File: src/hdl/timer_counter_pkg.sv
// Purpose: shared constants and types for the 8-bit timer/counter control block
// Assumes: mclk is the high-frequency clock that feeds the prescaler
// Notes: register indices are word indices on the plain register port

package timer_counter_pkg;

    // ------------------------------------------------------------
    // register map
    // ------------------------------------------------------------
    localparam logic [1:0] CONTROL_OFFSET = 2'h0;
    localparam logic [1:0] CAPTURE_A_OFFSET = 2'h1;
    localparam logic [1:0] CAPTURE_B_OFFSET = 2'h2;

    // ------------------------------------------------------------
    // reset values and masks
    // ------------------------------------------------------------
    localparam logic [7:0] CONTROL_RESET = 8'h00;
    localparam logic [7:0] CAPTURE_A_RESET = 8'hff;
    localparam logic [7:0] CAPTURE_B_RESET = 8'hff;
    // bits 5 and 7 are don't-care on read; they return zero here
    localparam logic [7:0] CONTROL_READ_MASK = 8'h5f;
    localparam logic [7:0] COUNT_FULL = 8'hff;
    localparam logic [7:0] COUNT_ZERO = 8'h00;

    // ------------------------------------------------------------
    // field encodings
    // ------------------------------------------------------------
    localparam logic [2:0] CLOCK_SEL_EXTERNAL = 3'h7;
    localparam logic MODE_TIMER = 1'b0;
    localparam logic MODE_CAPTURE = 1'b1;
    // divisor exponent for clock select code zero with the stage bit clear
    localparam logic [3:0] SLOWEST_DIV_EXP = 4'hd;

    // control register layout, bit 7 down to bit 0
    typedef struct packed {
        logic spare_hi;
        logic auto_capture_enable;
        logic spare_lo;
        logic timer_run_bit;
        logic [2:0] timer_clock_select;
        logic timer_mode_select;
    } control_type;

    typedef enum logic [2:0] {
        ST_STOPPED = 3'b001,
        ST_COUNTING = 3'b010,
        ST_HELD = 3'b100
    } run_state_type;

    // each higher select code halves the divisor, the stage bit doubles it
    function automatic logic [3:0] div_exponent(input logic [2:0] sel, input logic stage);
        div_exponent = SLOWEST_DIV_EXP - {1'b0, sel} + {3'h0, stage};
    endfunction

endpackage

File: src/hdl/timer_prescaler.sv
// Purpose: free-running divider that produces the internal source-clock tick
// Assumes: one tick is one mclk cycle wide
// Notes: the divider never stops, so a tick phase is not tied to the start

module timer_prescaler
    import timer_counter_pkg::*;
#(
    parameter int WIDTH = 15
)
(
    // clock and reset
    input wire logic mclk,
    input wire logic reset,
    // selection
    input wire logic [2:0] clock_select,
    input wire logic stage_select,
    // tick out
    output logic tick
);

    logic [WIDTH-1:0] div_q;
    logic [WIDTH-1:0] div_d;
    logic [WIDTH-1:0] mask;

    always_comb
    begin
        div_d = div_q + WIDTH'(1);
        mask = (WIDTH'(1) << div_exponent(clock_select, stage_select)) - WIDTH'(1);
        tick = ((div_q & mask) == mask);
    end

    always_ff @(posedge mclk)
    begin
        if (reset)
        begin
            div_q <= '0;
        end
        else
        begin
            div_q <= div_d;
        end
    end

endmodule

File: src/hdl/pin_edge_detect.sv
// Purpose: rising and falling edge pulses of the timer input pin
// Assumes: the pin is synchronous to mclk
// Notes: each pulse lasts one mclk cycle

module pin_edge_detect
(
    // clock and reset
    input wire logic mclk,
    input wire logic reset,
    // pin
    input wire logic pin,
    // edges
    output logic rise,
    output logic fall
);

    logic prev_q;
    logic prev_d;

    always_comb
    begin
        prev_d = pin;
        rise = pin & ~prev_q;
        fall = ~pin & prev_q;
    end

    always_ff @(posedge mclk)
    begin
        if (reset)
        begin
            prev_q <= 1'b0;
        end
        else
        begin
            prev_q <= prev_d;
        end
    end

endmodule

File: src/hdl/timer_counter_8bit_control.sv
// Purpose: control, counting and capture logic of an 8-bit timer/counter
// Assumes: mclk is the high-frequency clock; inputs are synchronous to mclk
// Notes: registers sit on a plain port, read data follow one cycle later
//
// Contract
// - There is one control register and two 8-bit timer registers for compare and capture.
// - Writing 0 to the run bit stops the timer and clears the counter, writing 1 starts it.
// - Select codes 0 to 6 divide the fast clock by powers of two, the stage bit doubles them.
// - Select code 7 counts pulses from the external timer input pin; in capture mode code 7 counts prescaler ticks instead.
// - Mode 0 is timer or event counting, mode 1 is capture.
// - Auto capture copies the running count into register B, outside capture mode only.
// - Bits 5 and 7 of the control register read as don't care.
// - Entering the stop state clears the run bit and halts the timer.
// - In timer mode a match with register A raises the interrupt and clears the counter.
// - In event mode the counter advances on each rising edge of the input pin.
// - In capture mode a falling edge captures into B, a rising edge into A with interrupt.
//
// Local design decisions: the address map and the plain strobed port.

module timer_counter_8bit_control
    import timer_counter_pkg::*;
#(
    parameter int DATA_WIDTH = 8,
    parameter int PRESCALE_WIDTH = 15
)
(
    // clock and reset
    input wire logic mclk,
    input wire logic reset,
    // register port
    input wire logic [1:0] reg_addr,
    input wire logic [DATA_WIDTH-1:0] reg_wdata,
    input wire logic reg_write,
    input wire logic reg_read,
    output logic [DATA_WIDTH-1:0] reg_rdata,
    // system controls
    input wire logic stop_mode_enter,
    input wire logic divider_stage_select,
    // external pulse source
    input wire logic timer_input_pin,
    // events
    output logic timer_interrupt
);

    // ------------------------------------------------------------
    // state
    // ------------------------------------------------------------
    control_type ctrl_q;
    control_type ctrl_d;
    logic [DATA_WIDTH-1:0] cnt_q;
    logic [DATA_WIDTH-1:0] cnt_d;
    logic [DATA_WIDTH-1:0] reg_a_q;
    logic [DATA_WIDTH-1:0] reg_a_d;
    logic [DATA_WIDTH-1:0] reg_b_q;
    logic [DATA_WIDTH-1:0] reg_b_d;
    logic [DATA_WIDTH-1:0] rdata_q;
    logic [DATA_WIDTH-1:0] rdata_d;
    logic irq_q;
    logic irq_d;
    run_state_type state_q;
    run_state_type state_d;

    logic presc_tick;
    logic pin_rise;
    logic pin_fall;
    logic external;
    logic src_tick;
    logic match;

    // ------------------------------------------------------------
    // source clock
    // ------------------------------------------------------------
    timer_prescaler #(
        .WIDTH(PRESCALE_WIDTH)
    ) u_prescaler (
        .mclk(mclk),
        .reset(reset),
        .clock_select(ctrl_q.timer_clock_select),
        .stage_select(divider_stage_select),
        .tick(presc_tick)
    );

    pin_edge_detect u_edges (
        .mclk(mclk),
        .reset(reset),
        .pin(timer_input_pin),
        .rise(pin_rise),
        .fall(pin_fall)
    );

    always_comb
    begin
        external = (ctrl_q.timer_clock_select == CLOCK_SEL_EXTERNAL);
        // capture mode measures the pin against the internal clock only
        src_tick = (external && ctrl_q.timer_mode_select == MODE_TIMER) ? pin_rise
                                                                         : presc_tick;
        match = (cnt_q == reg_a_q);
    end

    // write decode shared by the control and register A groups;
    // register B takes no software writes, so a stray write there
    // is simply dropped
    function automatic logic write_hit(input logic strobe, input logic [1:0] addr,
                                       input logic [1:0] index);
        write_hit = strobe && (addr == index);
    endfunction

    // ------------------------------------------------------------
    // control register
    // ------------------------------------------------------------
    // mode and select writes are taken even while running; keeping
    // them still then is up to software, the counter does not guard
    // against a select change in mid-count
    always_comb
    begin
        ctrl_d = ctrl_q;
        if (write_hit(reg_write, reg_addr, CONTROL_OFFSET))
        begin
            ctrl_d = control_type'(reg_wdata);
        end
        // stop entry wins over a write in the same cycle
        if (stop_mode_enter)
        begin
            ctrl_d.timer_run_bit = 1'b0;
        end
    end

    // spare bits are stored as written, only the read path hides them;
    // this keeps the register a plain copy of the write data
    always_ff @(posedge mclk)
    begin
        if (reset)
        begin
            ctrl_q <= control_type'(CONTROL_RESET);
        end
        else
        begin
            ctrl_q <= ctrl_d;
        end
    end

    // ------------------------------------------------------------
    // registers, counting and capture
    // ------------------------------------------------------------
    always_comb
    begin
        cnt_d = cnt_q;
        reg_a_d = reg_a_q;
        reg_b_d = reg_b_q;
        irq_d = 1'b0;
        state_d = state_q;

        // software writes; hardware updates below take precedence
        if (write_hit(reg_write, reg_addr, CAPTURE_A_OFFSET))
        begin
            reg_a_d = reg_wdata;
        end

        case (state_q)
            ST_STOPPED:
            begin
                cnt_d = COUNT_ZERO;
                if (ctrl_q.timer_run_bit)
                begin
                    state_d = ST_COUNTING;
                end
            end
            ST_COUNTING,
            ST_HELD:
            begin
                if (!ctrl_q.timer_run_bit)
                begin
                    state_d = ST_STOPPED;
                    cnt_d = COUNT_ZERO;
                end
                else if (ctrl_q.timer_mode_select == MODE_TIMER)
                begin
                    // event counting checks the match on the falling edge
                    if (external && pin_fall && match)
                    begin
                        cnt_d = COUNT_ZERO;
                        irq_d = 1'b1;
                    end
                    else if (!external && presc_tick && match)
                    begin
                        cnt_d = COUNT_ZERO;
                        irq_d = 1'b1;
                    end
                    else if (src_tick)
                    begin
                        cnt_d = cnt_q + DATA_WIDTH'(1);
                    end
                    // the zero right after a match is not copied
                    if (ctrl_q.auto_capture_enable && cnt_q != COUNT_ZERO)
                    begin
                        reg_b_d = cnt_q;
                    end
                end
                else
                begin
                    if (state_q == ST_COUNTING && pin_rise)
                    begin
                        reg_a_d = cnt_q;
                        irq_d = 1'b1;
                        cnt_d = COUNT_ZERO;
                    end
                    else if (state_q == ST_COUNTING && presc_tick && cnt_q == COUNT_FULL)
                    begin
                        // overflow freezes capture until register A is read
                        reg_a_d = COUNT_FULL;
                        irq_d = 1'b1;
                        cnt_d = COUNT_ZERO;
                        state_d = ST_HELD;
                    end
                    else
                    begin
                        if (state_q == ST_COUNTING && pin_fall)
                        begin
                            reg_b_d = cnt_q;
                        end
                        if (presc_tick)
                        begin
                            cnt_d = cnt_q + DATA_WIDTH'(1);
                        end
                    end
                    if (state_q == ST_HELD && reg_read && reg_addr == CAPTURE_A_OFFSET)
                    begin
                        state_d = ST_COUNTING;
                    end
                end
            end
            default:
            begin
                state_d = ST_STOPPED;
                cnt_d = COUNT_ZERO;
            end
        endcase
    end

    // counter, compare and capture state switch together, so a capture
    // and the clear that goes with it can never land in different cycles
    always_ff @(posedge mclk)
    begin
        if (reset)
        begin
            cnt_q <= COUNT_ZERO;
            reg_a_q <= CAPTURE_A_RESET;
            reg_b_q <= CAPTURE_B_RESET;
            irq_q <= 1'b0;
            state_q <= ST_STOPPED;
        end
        else
        begin
            cnt_q <= cnt_d;
            reg_a_q <= reg_a_d;
            reg_b_q <= reg_b_d;
            irq_q <= irq_d;
            state_q <= state_d;
        end
    end

    // ------------------------------------------------------------
    // read data
    // ------------------------------------------------------------
    // zero outside the answer cycle, so several slaves can share one
    // or-tree; the spare control bits read as zero, not as written,
    // so software never sees a stale don't-care pattern
    always_comb
    begin
        rdata_d = '0;
        if (reg_read)
        begin
            case (reg_addr)
                CONTROL_OFFSET: rdata_d = ctrl_q & CONTROL_READ_MASK;
                CAPTURE_A_OFFSET: rdata_d = reg_a_q;
                CAPTURE_B_OFFSET: rdata_d = reg_b_q;
                default: rdata_d = '0;
            endcase
        end
    end

    always_ff @(posedge mclk)
    begin
        if (reset)
        begin
            rdata_q <= '0;
        end
        else
        begin
            rdata_q <= rdata_d;
        end
    end

    // ------------------------------------------------------------
    // outputs
    // ------------------------------------------------------------
    assign reg_rdata = rdata_q;
    assign timer_interrupt = irq_q;

endmodule

File: config.mk
export PLATFORM = sky130hd
export DESIGN_NAME = timer_counter_8bit_control
export DESIGN_NICKNAME = d
export VERILOG_FILES = /design/src/hdl/timer_counter_pkg.sv /design/src/hdl/timer_prescaler.sv /design/src/hdl/pin_edge_detect.sv /design/src/hdl/timer_counter_8bit_control.sv
export SDC_FILE = /design/constraint.sdc
export NUM_CORES = 1
export LEC_CHECK = 0
export ABC_AREA = 0
export BUFFER_PORTS_ARGS = -buffer_cell sky130_fd_sc_hd__buf_2
export CAP_MARGIN = 40
export CORE_MARGIN = 2
export CORE_UTILIZATION = 45
export CTS_CLUSTER_DIAMETER = 200
export DETAILED_ROUTE_END_ITERATION = 8
export SLEW_MARGIN = 20
export SYNTH_ARGS = -nofsm -noshare
export SYNTH_HDL_FRONTEND = slang
export SYNTH_HIERARCHICAL = 1
export SYNTH_SLANG_ARGS = --single-unit
File: constraint.sdc
create_clock -name mclk -period 5.2 [get_ports mclk]
set_input_delay 0.52 -clock mclk [delete_from_list [all_inputs] [get_ports mclk]]
set_output_delay 0.52 -clock mclk [all_outputs]
set_load 0.01 [all_outputs]
After elaboration in Yosys (flattened, before gate mapping)
Cells that the tools add are included.

Bitwise logic cells: 9. Shift-type cells: 1. Equality and inequality tests: 17. Reductions and logical operators: 26. Add/subtract/negate cells: 5. Mux-type cells: 32.

Operators with widths (count): $mux 8 (18); $pmux 8 s3 (1); $mux 3 (6); $add 15x1->15 const B (1); $and 15x15->15 (1); $eq 15x15->1 (1); $shl 1x4->15 const A (1); $sub 15x2->15 const B (1); $logic_and 1x1->1 (14); $add 8x1->8 const B (1); $eq 8x8->1 (1); $eq 8x8->1 const B (1); $ne 4x4->1 const B (2); $reduce_bool 8->1 (1); $eq 3x3->1 const B (2); $mux 1 (6); $ne 2x2->1 const B (3); $not 1->1 (6); $pmux 3 s2 (1); $reduce_and 6->1 (1); $reduce_or 2->1 (3); $add 4x1->4 (1); $ne 4x1->1 const B (1); $reduce_and 4->1 (1); other kinds (14) (15).

Input port bits: 17. Output and inout bits: 9. Flip-flop bits (word level): 58. Logic and storage cells: 102.

Longest topological paths before layout
Gate-level depths: netlist (run 1).

Word-level depth: 14. Mapped depth: 19. Depth with buffers taken out: 18.

Modules after synthesis
The synthesis (run 1) kept the hierarchy.

By module, submodules not included: timer_counter_8bit_control (seq. area each 840.8 sq um, cells each 254, times used 1, area an instance 2219.6 sq um); timer_prescaler (seq. area each 300.3 sq um, cells each 138, times used 1, area an instance 1078.5 sq um); pin_edge_detect (seq. area each 20.0 sq um, cells each 4, times used 1, area an instance 38.8 sq um).

Least setup slack after synthesis (run 1)
Ideal clock, no wire load.

Path kind: input-to-reg. Start point: in divider_stage_select. End point: reg cnt_q[1]. Stages: 17. Required time: 5.099 ns. Data arrival time: 3.511 ns. Path slack: 1.588 ns. Setup time: 0.101 ns. Buffers on the path: 0. Path through: ha_1 inv_1 ha_1 nor2b_1 nand3_1 ha_1 or2_2 o21ai_0 nand3b_1 a21o_1 o221ai_1 and4bb_1 nand4_1 nor2_1 o21ai_0 nand3_1 o41ai_1.

Word-level cells in the longest chain between the ends: 10. Elaborated cells on any way between the ends: 18. Classes of those cells: 2 x add/sub; 2 x eq/ne; 1 x shift; 6 x mux; 1 x bitwise; 6 x reduce/logical.

RTL lines: from (decl) (line timer_counter_8bit_control.sv:38) `input wire logic divider_stage_select,`; $add 4x1->4 * (line timer_counter_pkg.sv:52) `div_exponent = SLOWEST_DIV_EXP - {1'b0, sel} + {3'h0, stage};`; $shl 1x4->15 * (line timer_prescaler.sv:28) `mask = (WIDTH'(1) << div_exponent(clock_select, stage_select)) - WIDTH'(1);`; $sub 15x2->15 * (line timer_prescaler.sv:28); $and 15x15->15 (line timer_prescaler.sv:29) `tick = ((div_q & mask) == mask);`; $eq 15x15->1 * (line timer_prescaler.sv:29); named net presc_tick (line timer_counter_8bit_control.sv:63) `logic presc_tick;`; $logic_and 1x1->1 (on tied branches) (2 in series) (line timer_counter_8bit_control.sv:184, timer_counter_8bit_control.sv:207); $mux 8 (on tied branches) (line timer_counter_8bit_control.sv:184, timer_counter_8bit_control.sv:207); $mux 8 (on tied branches) (line timer_counter_8bit_control.sv:179, timer_counter_8bit_control.sv:201); $mux 8 (line timer_counter_8bit_control.sv:176) `else if (ctrl_q.timer_mode_select == MODE_TIMER)`; to (signal assigned) (line timer_counter_8bit_control.sv:254) `cnt_q <= cnt_d;`; to (decl) (line timer_counter_8bit_control.sv:50) `logic [DATA_WIDTH-1:0] cnt_q;`.

Mark *: on every way through the listed nets, which the timed path passes. The rest lies on a longest branch. A chain may end at the register's enable or synchronous reset.

Worst setup path in the final report (run 1)
Start point: reg ctrl_q[1] (netlist bit). End point: reg cnt_q[1].

Word-level cells in the longest chain between the ends: 11. Elaborated cells on any way between the ends: 24. Classes of those cells: 3 x add/sub; 3 x eq/ne; 1 x shift; 6 x mux; 1 x bitwise; 10 x reduce/logical.

RTL lines: from (decl) (line timer_counter_8bit_control.sv:48) `control_type ctrl_q;`; from (signal assigned) (line timer_counter_8bit_control.sv:134) `ctrl_q <= control_type'(CONTROL_RESET);`; from (signal assigned) (line timer_counter_8bit_control.sv:138) `ctrl_q <= ctrl_d;`; $sub 4x3->4 * (line timer_counter_pkg.sv:52); $add 4x1->4 * (line timer_counter_pkg.sv:52); $shl 1x4->15 * (line timer_prescaler.sv:28); $sub 15x2->15 * (line timer_prescaler.sv:28); $and 15x15->15 (line timer_prescaler.sv:29); $eq 15x15->1 * (line timer_prescaler.sv:29); named net presc_tick (line timer_counter_8bit_control.sv:63); $logic_and 1x1->1 (on tied branches) (2 in series) (line timer_counter_8bit_control.sv:184, timer_counter_8bit_control.sv:207); $mux 8 (on tied branches) (line timer_counter_8bit_control.sv:184, timer_counter_8bit_control.sv:207); $mux 8 (on tied branches) (line timer_counter_8bit_control.sv:179, timer_counter_8bit_control.sv:201); $mux 8 (line timer_counter_8bit_control.sv:176).

Marks and branches as above.

==> results of run 1 <==
## worst max-delay path, stage by stage, from the launching register on
cell and delay (ns):
dfxtp_1 0.35, inv_1 0.09, ha_1 0.20, inv_1 0.06, ha_1 0.46, nor2b_1 0.39, nand3_1 0.17, ha_1 0.40
or2_2 0.38, nor3_1 0.24, a22oi_1 0.12, o32ai_1 0.17, a2111oi_0 0.10, and4bb_1 0.25, nand4_1 0.17, nor2_1 0.07
o21ai_0 0.21, nand3_1 0.31, o41ai_1 0.40
## stage by stage
step	util (%)	setup WS, ns	total power, mW	instances
finish	51.7	0.569	1.08	515
global route	51.7	0.200	1.13	515
CTS	51.7	0.661	1.09	515
detailed placement	48.2	0.528	0.564	499
global placement	48.2	0.772	0.563	499
floorplan	-	1.59	0.539	396
## final cells by class
class,count,area (um^2),area share [%]
clock buffers,9,124,3.32
clock inverters,7,125,3.36
inverters,16,60.1,1.61
multi-input cells,298,1990,53.3
flip-flops and latches,58,1160,31.1
well taps,99,124,3.32
repair buffers,28,148,3.96
## flip-flops by register name, summed over array words and instances (netlist names)
| register | flops |
|---|---|
| u_edges/prev_q | 1 |
| cnt_q | 8 |
| state_q | 3 |
| reg_rdata | 8 |
| ctrl_q | 6 |
| reg_b_q | 8 |
| timer_interrupt | 1 |
| u_prescaler/div_q | 15 |
| reg_a_q | 8 |
## kinds of logic after synthesis
logic type / Yosys count / share of synthesized area [%]
buffers and inverters: 40 / 5.66
DFF: 58 / 34.8
AOI/OAI and AO/OA: 82 / 16.3
muxes: 30 / 9.15
and+or+nand+nor: 156 / 25.6
adders and majority gates: 6 / 2.25
xor gates and xnor gates: 24 / 6.30
## cell usage in the layout, fill, tap and decap left out, types with 6 or more instances in the layout
| master | count |
|---|---|
| dfxtp_1 | 58 |
| nor2_1 | 55 |
| mux2i_1 | 29 |
| buf_2 | 25 |
| a21oi_1 | 23 |
| nand2_1 | 20 |
| xnor2_1 | 16 |
| inv_1 | 14 |
| nor2b_1 | 13 |
| nand3_1 | 12 |
| o21ai_0 | 10 |
| clkbuf_8 | 9 |
| nand4_1 | 8 |
| o2bb2ai_1 | 8 |
| xor2_1 | 8 |
| or4_1 | 7 |
| o31ai_1 | 6 |
| o21ai_1 | 6 |
| nor3_1 | 6 |
| ha_1 | 6 |
## where the power goes
group / internal [mW] / switching, mW / leakage, nW
Clock: 0.322 / 0.204 / 0.124
Combinational: 0.0384 / 0.0506 / 0.776
Sequential: 0.454 / 0.0121 / 0.471
Total: 0.815 / 0.267 / 1.37
## path summary, 6_finish.rpt
| kind | start | to | cells past startpoint |
|---|---|---|---|
| worst max-delay path | ctrl_q[1] | cnt_q[1] | 18 |
| worst min-delay path | stop_mode_enter | ctrl_q[4] | 2 |
| worst max register to register | ctrl_q[1] | cnt_q[1] | 18 |
| worst min register to register | u_prescaler/div_q[0] | u_prescaler/div_q[0] | 1 |
## routing by layer
metal  part of all wire, %  global-route usage (%)  vias up
met5                     0                       0        -
met4                  0.66                    5.38        0
met3                   5.8                    5.53        7
met2                    44                    32.0       80
met1                    50                    30.3     1359
li1                      -                       -     1451
==> metrics.txt, run 1 <==
WP data arrival 4.87 ns; I/O Pins 26; # fillers 712; synth unique cells 65; Port Buf Inserts 25; reg2reg setup slack 0.57 ns; fmax 0.216 GHz; Static Leak 1.37 nW; Fin Setup TNS 0 ns; Synth top area share 34.8%; status complete, no violations; post-synth top area cell dfxtp_1; Max-Slew Margin vs Limit 52.6%; Critical Path RT 5.44 ns; ys async rst share 0%; router iterations before antenna repair 4; Post-synth EDFFs 0; Period minus WS final 4.63 ns; core area 7210 um^2; vias per cell 5.63; clk buf depth 2; average size of a mapped cell 8.43 um^2; MaxCap Viol Count 0; count leader, synth dfxtp_1; most instantiated cells after synthesis dfxtp_1 (58), nor2_1 (55), mux2i_1 (29); total grt overflow 0; clock latency on the worst-skew pair 0.34 ns; Max VDD drop 0.133 mV; number of buffers created by CTS 9; hpwl dp 5.79 mm; first-pass GRT wire length 13.9 mm; Final Hold Fails 0; Root Buffer clkbuf_8; Post-Layout Inst Area 3730 um^2; Worst-Margin Slew 0.708 ns; Antenna diodes 0; Mapped Cells 396; Clock Skew 0.0112 ns; Final Wtd Congestion 0.894; vias 2,897; H-tree lvl count 3; clk sinks 58; CTS Hold Buffers Added 0; Syn Nets 419; Final Max Tran Viols 0; Power per Cell Area 290 nW/um^2; yosys warns 6; Critical Path End Type flop; post-CTS sizing 0; Clock Pin Slew Worst Setup and Hold Paths 0.08 ns; RSZ-0062 raised after global routing false; Cell Area, Synth 3340 um^2; Die X 90.1 um; NumNets Final 434; sequential fraction of the synthesis area 34.8%; row count 31; pin count of the biggest net entering global routing 43; vias in the first global route 2,704; TritonCTS clock tree yes; Worst Hold Class input port to flop; Post-Route WL 8.38 mm; crit start category flop; DR iter-0 viols 236; DRT antenna net count 0; die height 90.1 um; layout cells sized above 1 13.7%; Hold Slack 0.329 ns; Residual DRC 0; GRT Total Usage 21.3%; Worst Setup Path Type flop to flop; crit share post-route 89.1%; Finish-stage setup viols 0; initial antenna violation count 0; top cells by area, synth dfxtp_1 (35%), mux2i_1 (8.7%), nor2_1 (6.2%); Worst Path Max Fanout 13; placed cell areas 3480 um^2; Die ar. 8120 um^2; postcts setup bufs 0; FF+latch count, synth 58; Initial Util 46.3%; synth-to-layout area growth 11.7%; Synth Flop Type dfxtp_1; average routed wire per standard cell 16.3 um
No activity file was read; power rests on OpenSTA's default activity.
==> run 2: changes to the inputs <==
Settings changed: RECOVER_POWER from default to 50.
==> metrics.txt, run 2 (synthesis results as in run 1) <==
status finished with violations; violated checks max-capacitance violations, max-slew violations; post-CTS sizing 0 (unchanged); GRT Total Usage 21.3% (unchanged); Die X 90.1 um (unchanged); Static Leak 1.33 nW (-3.0%); pin count of the biggest net entering global routing 43 (unchanged); critical-path cell list inv_1 > ha_1 > inv_1 > ha_1 > nor2b_1 > nand3_1 > ha_1 > or2_2 > nor3_1 > a22oi_1 > o32ai_1 > a2111oi_0 > and4bb_1 > nand4_1 > nor2_1 > o21ai_0 > nand3_1 > o41ai_1; vias per cell 5.64 (+0.24%); Period minus WS final 4.62 ns (-0.00766 ns); clock share of power 48.7% (about the same); vias 2,904 (+0.24%); Fin Setup TNS 0 ns (unchanged); Clock Skew 0.0107 ns (-0.000461 ns); crit start category flop; Internal 814 uW (about the same); Critical Path End Type flop; Hold Slack 0.330 ns (+0.00110 ns); grt peak-use layer met2; clk buf depth 2 (unchanged); # fillers 717 (+0.70%); Final Wtd Congestion 0.894 (unchanged); synth-to-layout area growth 11.3%; Worst Setup Path Type flop to flop; I/O Pins 26 (unchanged); crit share post-route 88.9% (-0.15 points); Final Hold Fails 0 (unchanged); DR iter-0 viols 185 (-22%); postcts setup bufs 0 (unchanged); Clock Pin Slew Worst Setup and Hold Paths 0.08 ns (about the same); hpwl dp 5.79 mm (unchanged); Finish-stage setup viols 0 (unchanged); Switching Share 24.6% (-0.045 points); router iterations before antenna repair 4 (unchanged); Largest register FFs 15 (unchanged); initial antenna violation count 0 (unchanged); cell mode on critical path ha_1; clock latency on the worst-skew pair 0.34 ns (about the same); Max-Slew Margin vs Limit -26.4% (-79 points); WP data arrival 4.86 ns (about the same); Port Buf Inserts 25 (unchanged); M2 GR Usage 32.0% (unchanged); placed cell areas 3480 um^2 (unchanged); most common cell after layout, fill and taps aside dfxtp_1; placed cells 499 (unchanged); commonest cells after routing, fill and taps aside dfxtp_1 (58), nor2_1 (55), mux2i_1 (29); Sequential Area 1160 um^2 (unchanged); RSZ-0062 raised after global routing false; Post-Route WL 8.42 mm (+0.50%); Worst Hold Class input port to flop; average routed wire per standard cell 16.4 um (+0.50%); CP max-delay cell ha_1; row count 31 (unchanged); Max VDD drop 0.133 mV (-0.13%); sequential power share 43.2% (about the same); Crit path largest cell delay 0.46 ns (about the same); Antenna diodes 0 (unchanged); MaxCap Viol Count 1 (+1); number of buffers created by CTS 9 (unchanged); fmax 0.216 GHz (+0.17%); Worst-Margin Slew 1.90 ns (+1.19 ns); Post-Layout Inst Area 3710 um^2 (-0.40%); Critical Path RT 5.44 ns (about the same); core area 7210 um^2 (unchanged); non-filler instance count after layout 515 (unchanged); Power per Cell Area 291 nW/um^2 (+0.26%); Net Sw Power 266 uW (-0.32%); Worst Path Max Fanout 13 (unchanged); Residual DRC 0 (unchanged); Biggest register u_prescaler/div_q; clk sinks 58 (unchanged); die height 90.1 um (unchanged); vias in the first global route 2,704 (unchanged); TritonCTS clock tree yes; total grt overflow 0 (unchanged); layout cells sized above 1 11.3% (-2.4 points); Die ar. 8120 um^2 (unchanged); Root Buffer clkbuf_8; Post-Route Utilization 51.5% (-0.21 points); met1 track demand over resource 30.3% (unchanged); WP buf/inv 2 (unchanged); met3 Resource Use GR 5.53% (unchanged); Initial Util 46.3% (unchanged); Logic pwr share 8.2% (about the same); H-tree lvl count 3 (unchanged); DRT antenna net count 0 (unchanged); reg2reg setup slack 0.58 ns (about the same); CTS Hold Buffers Added 0 (unchanged); first-pass GRT wire length 13.9 mm (unchanged); Final Max Tran Viols 43 (+43); NumNets Final 434 (unchanged); multi-input combinational cell area 1990 um^2 (unchanged); delay-heaviest family, CP simple AND/OR/NAND/NOR gates
run 2: worst paths after layout:
check                             from                   end  depth (start not counted)
hold / removal         stop_mode_enter             ctrl_q[4]                          2
setup reg to reg             ctrl_q[1]              cnt_q[1]                         18
hold reg to reg   u_prescaler/div_q[0]  u_prescaler/div_q[0]                          1
setup / recovery             ctrl_q[1]              cnt_q[1]                         18
run 2: cell type report:
class	count	area share, %
Multi-Input combinational cell	298	53.5
Sequential cell	58	31.3
Timing Repair Buffer	28	3.57
Clock inverter	7	3.37
Clock buffer	9	3.34
Tap cell	99	3.34
Inverter	16	1.62
run 2: routing by layer:
metal	vias up	part of all wire (%)
met5	-	0
met4	0	0.65
met3	7	5.0
met1	1373	50
met2	77	44
li1	1447	-
run 2: metrics by stage:
step	setup WS (ns)	total power, mW
global placement	0.772	0.563
detailed placement	0.528	0.564
global route	0.197	1.13
floorplan	1.59	0.539
CTS	0.661	1.09
finish	0.577	1.08
run 2: power by group through the flow:
stage	sequential [mW]	combinational [mW]	clock, mW
2_1_floorplan	0.471	0.0676	0
3_3_place_gp	0.476	0.0873	0
3_5_place_dp	0.476	0.0878	0
4_1_cts	0.466	0.0884	0.537
5_1_grt	0.468	0.0984	0.561
6_report	0.466	0.0882	0.526
run 2: worst reg2reg max path, stage by stage, from the launching register on:
cell and delay (ns):
dfxtp_1 0.35, inv_1 0.09, ha_1 0.20, inv_1 0.06
ha_1 0.46, nor2b_1 0.39, nand3_1 0.18, ha_1 0.40
or2_2 0.38, nor3_1 0.23, a22oi_1 0.12, o32ai_1 0.17
a2111oi_0 0.10, and4bb_1 0.25, nand4_1 0.17, nor2_1 0.07
o21ai_0 0.21, nand3_1 0.31, o41ai_1 0.40
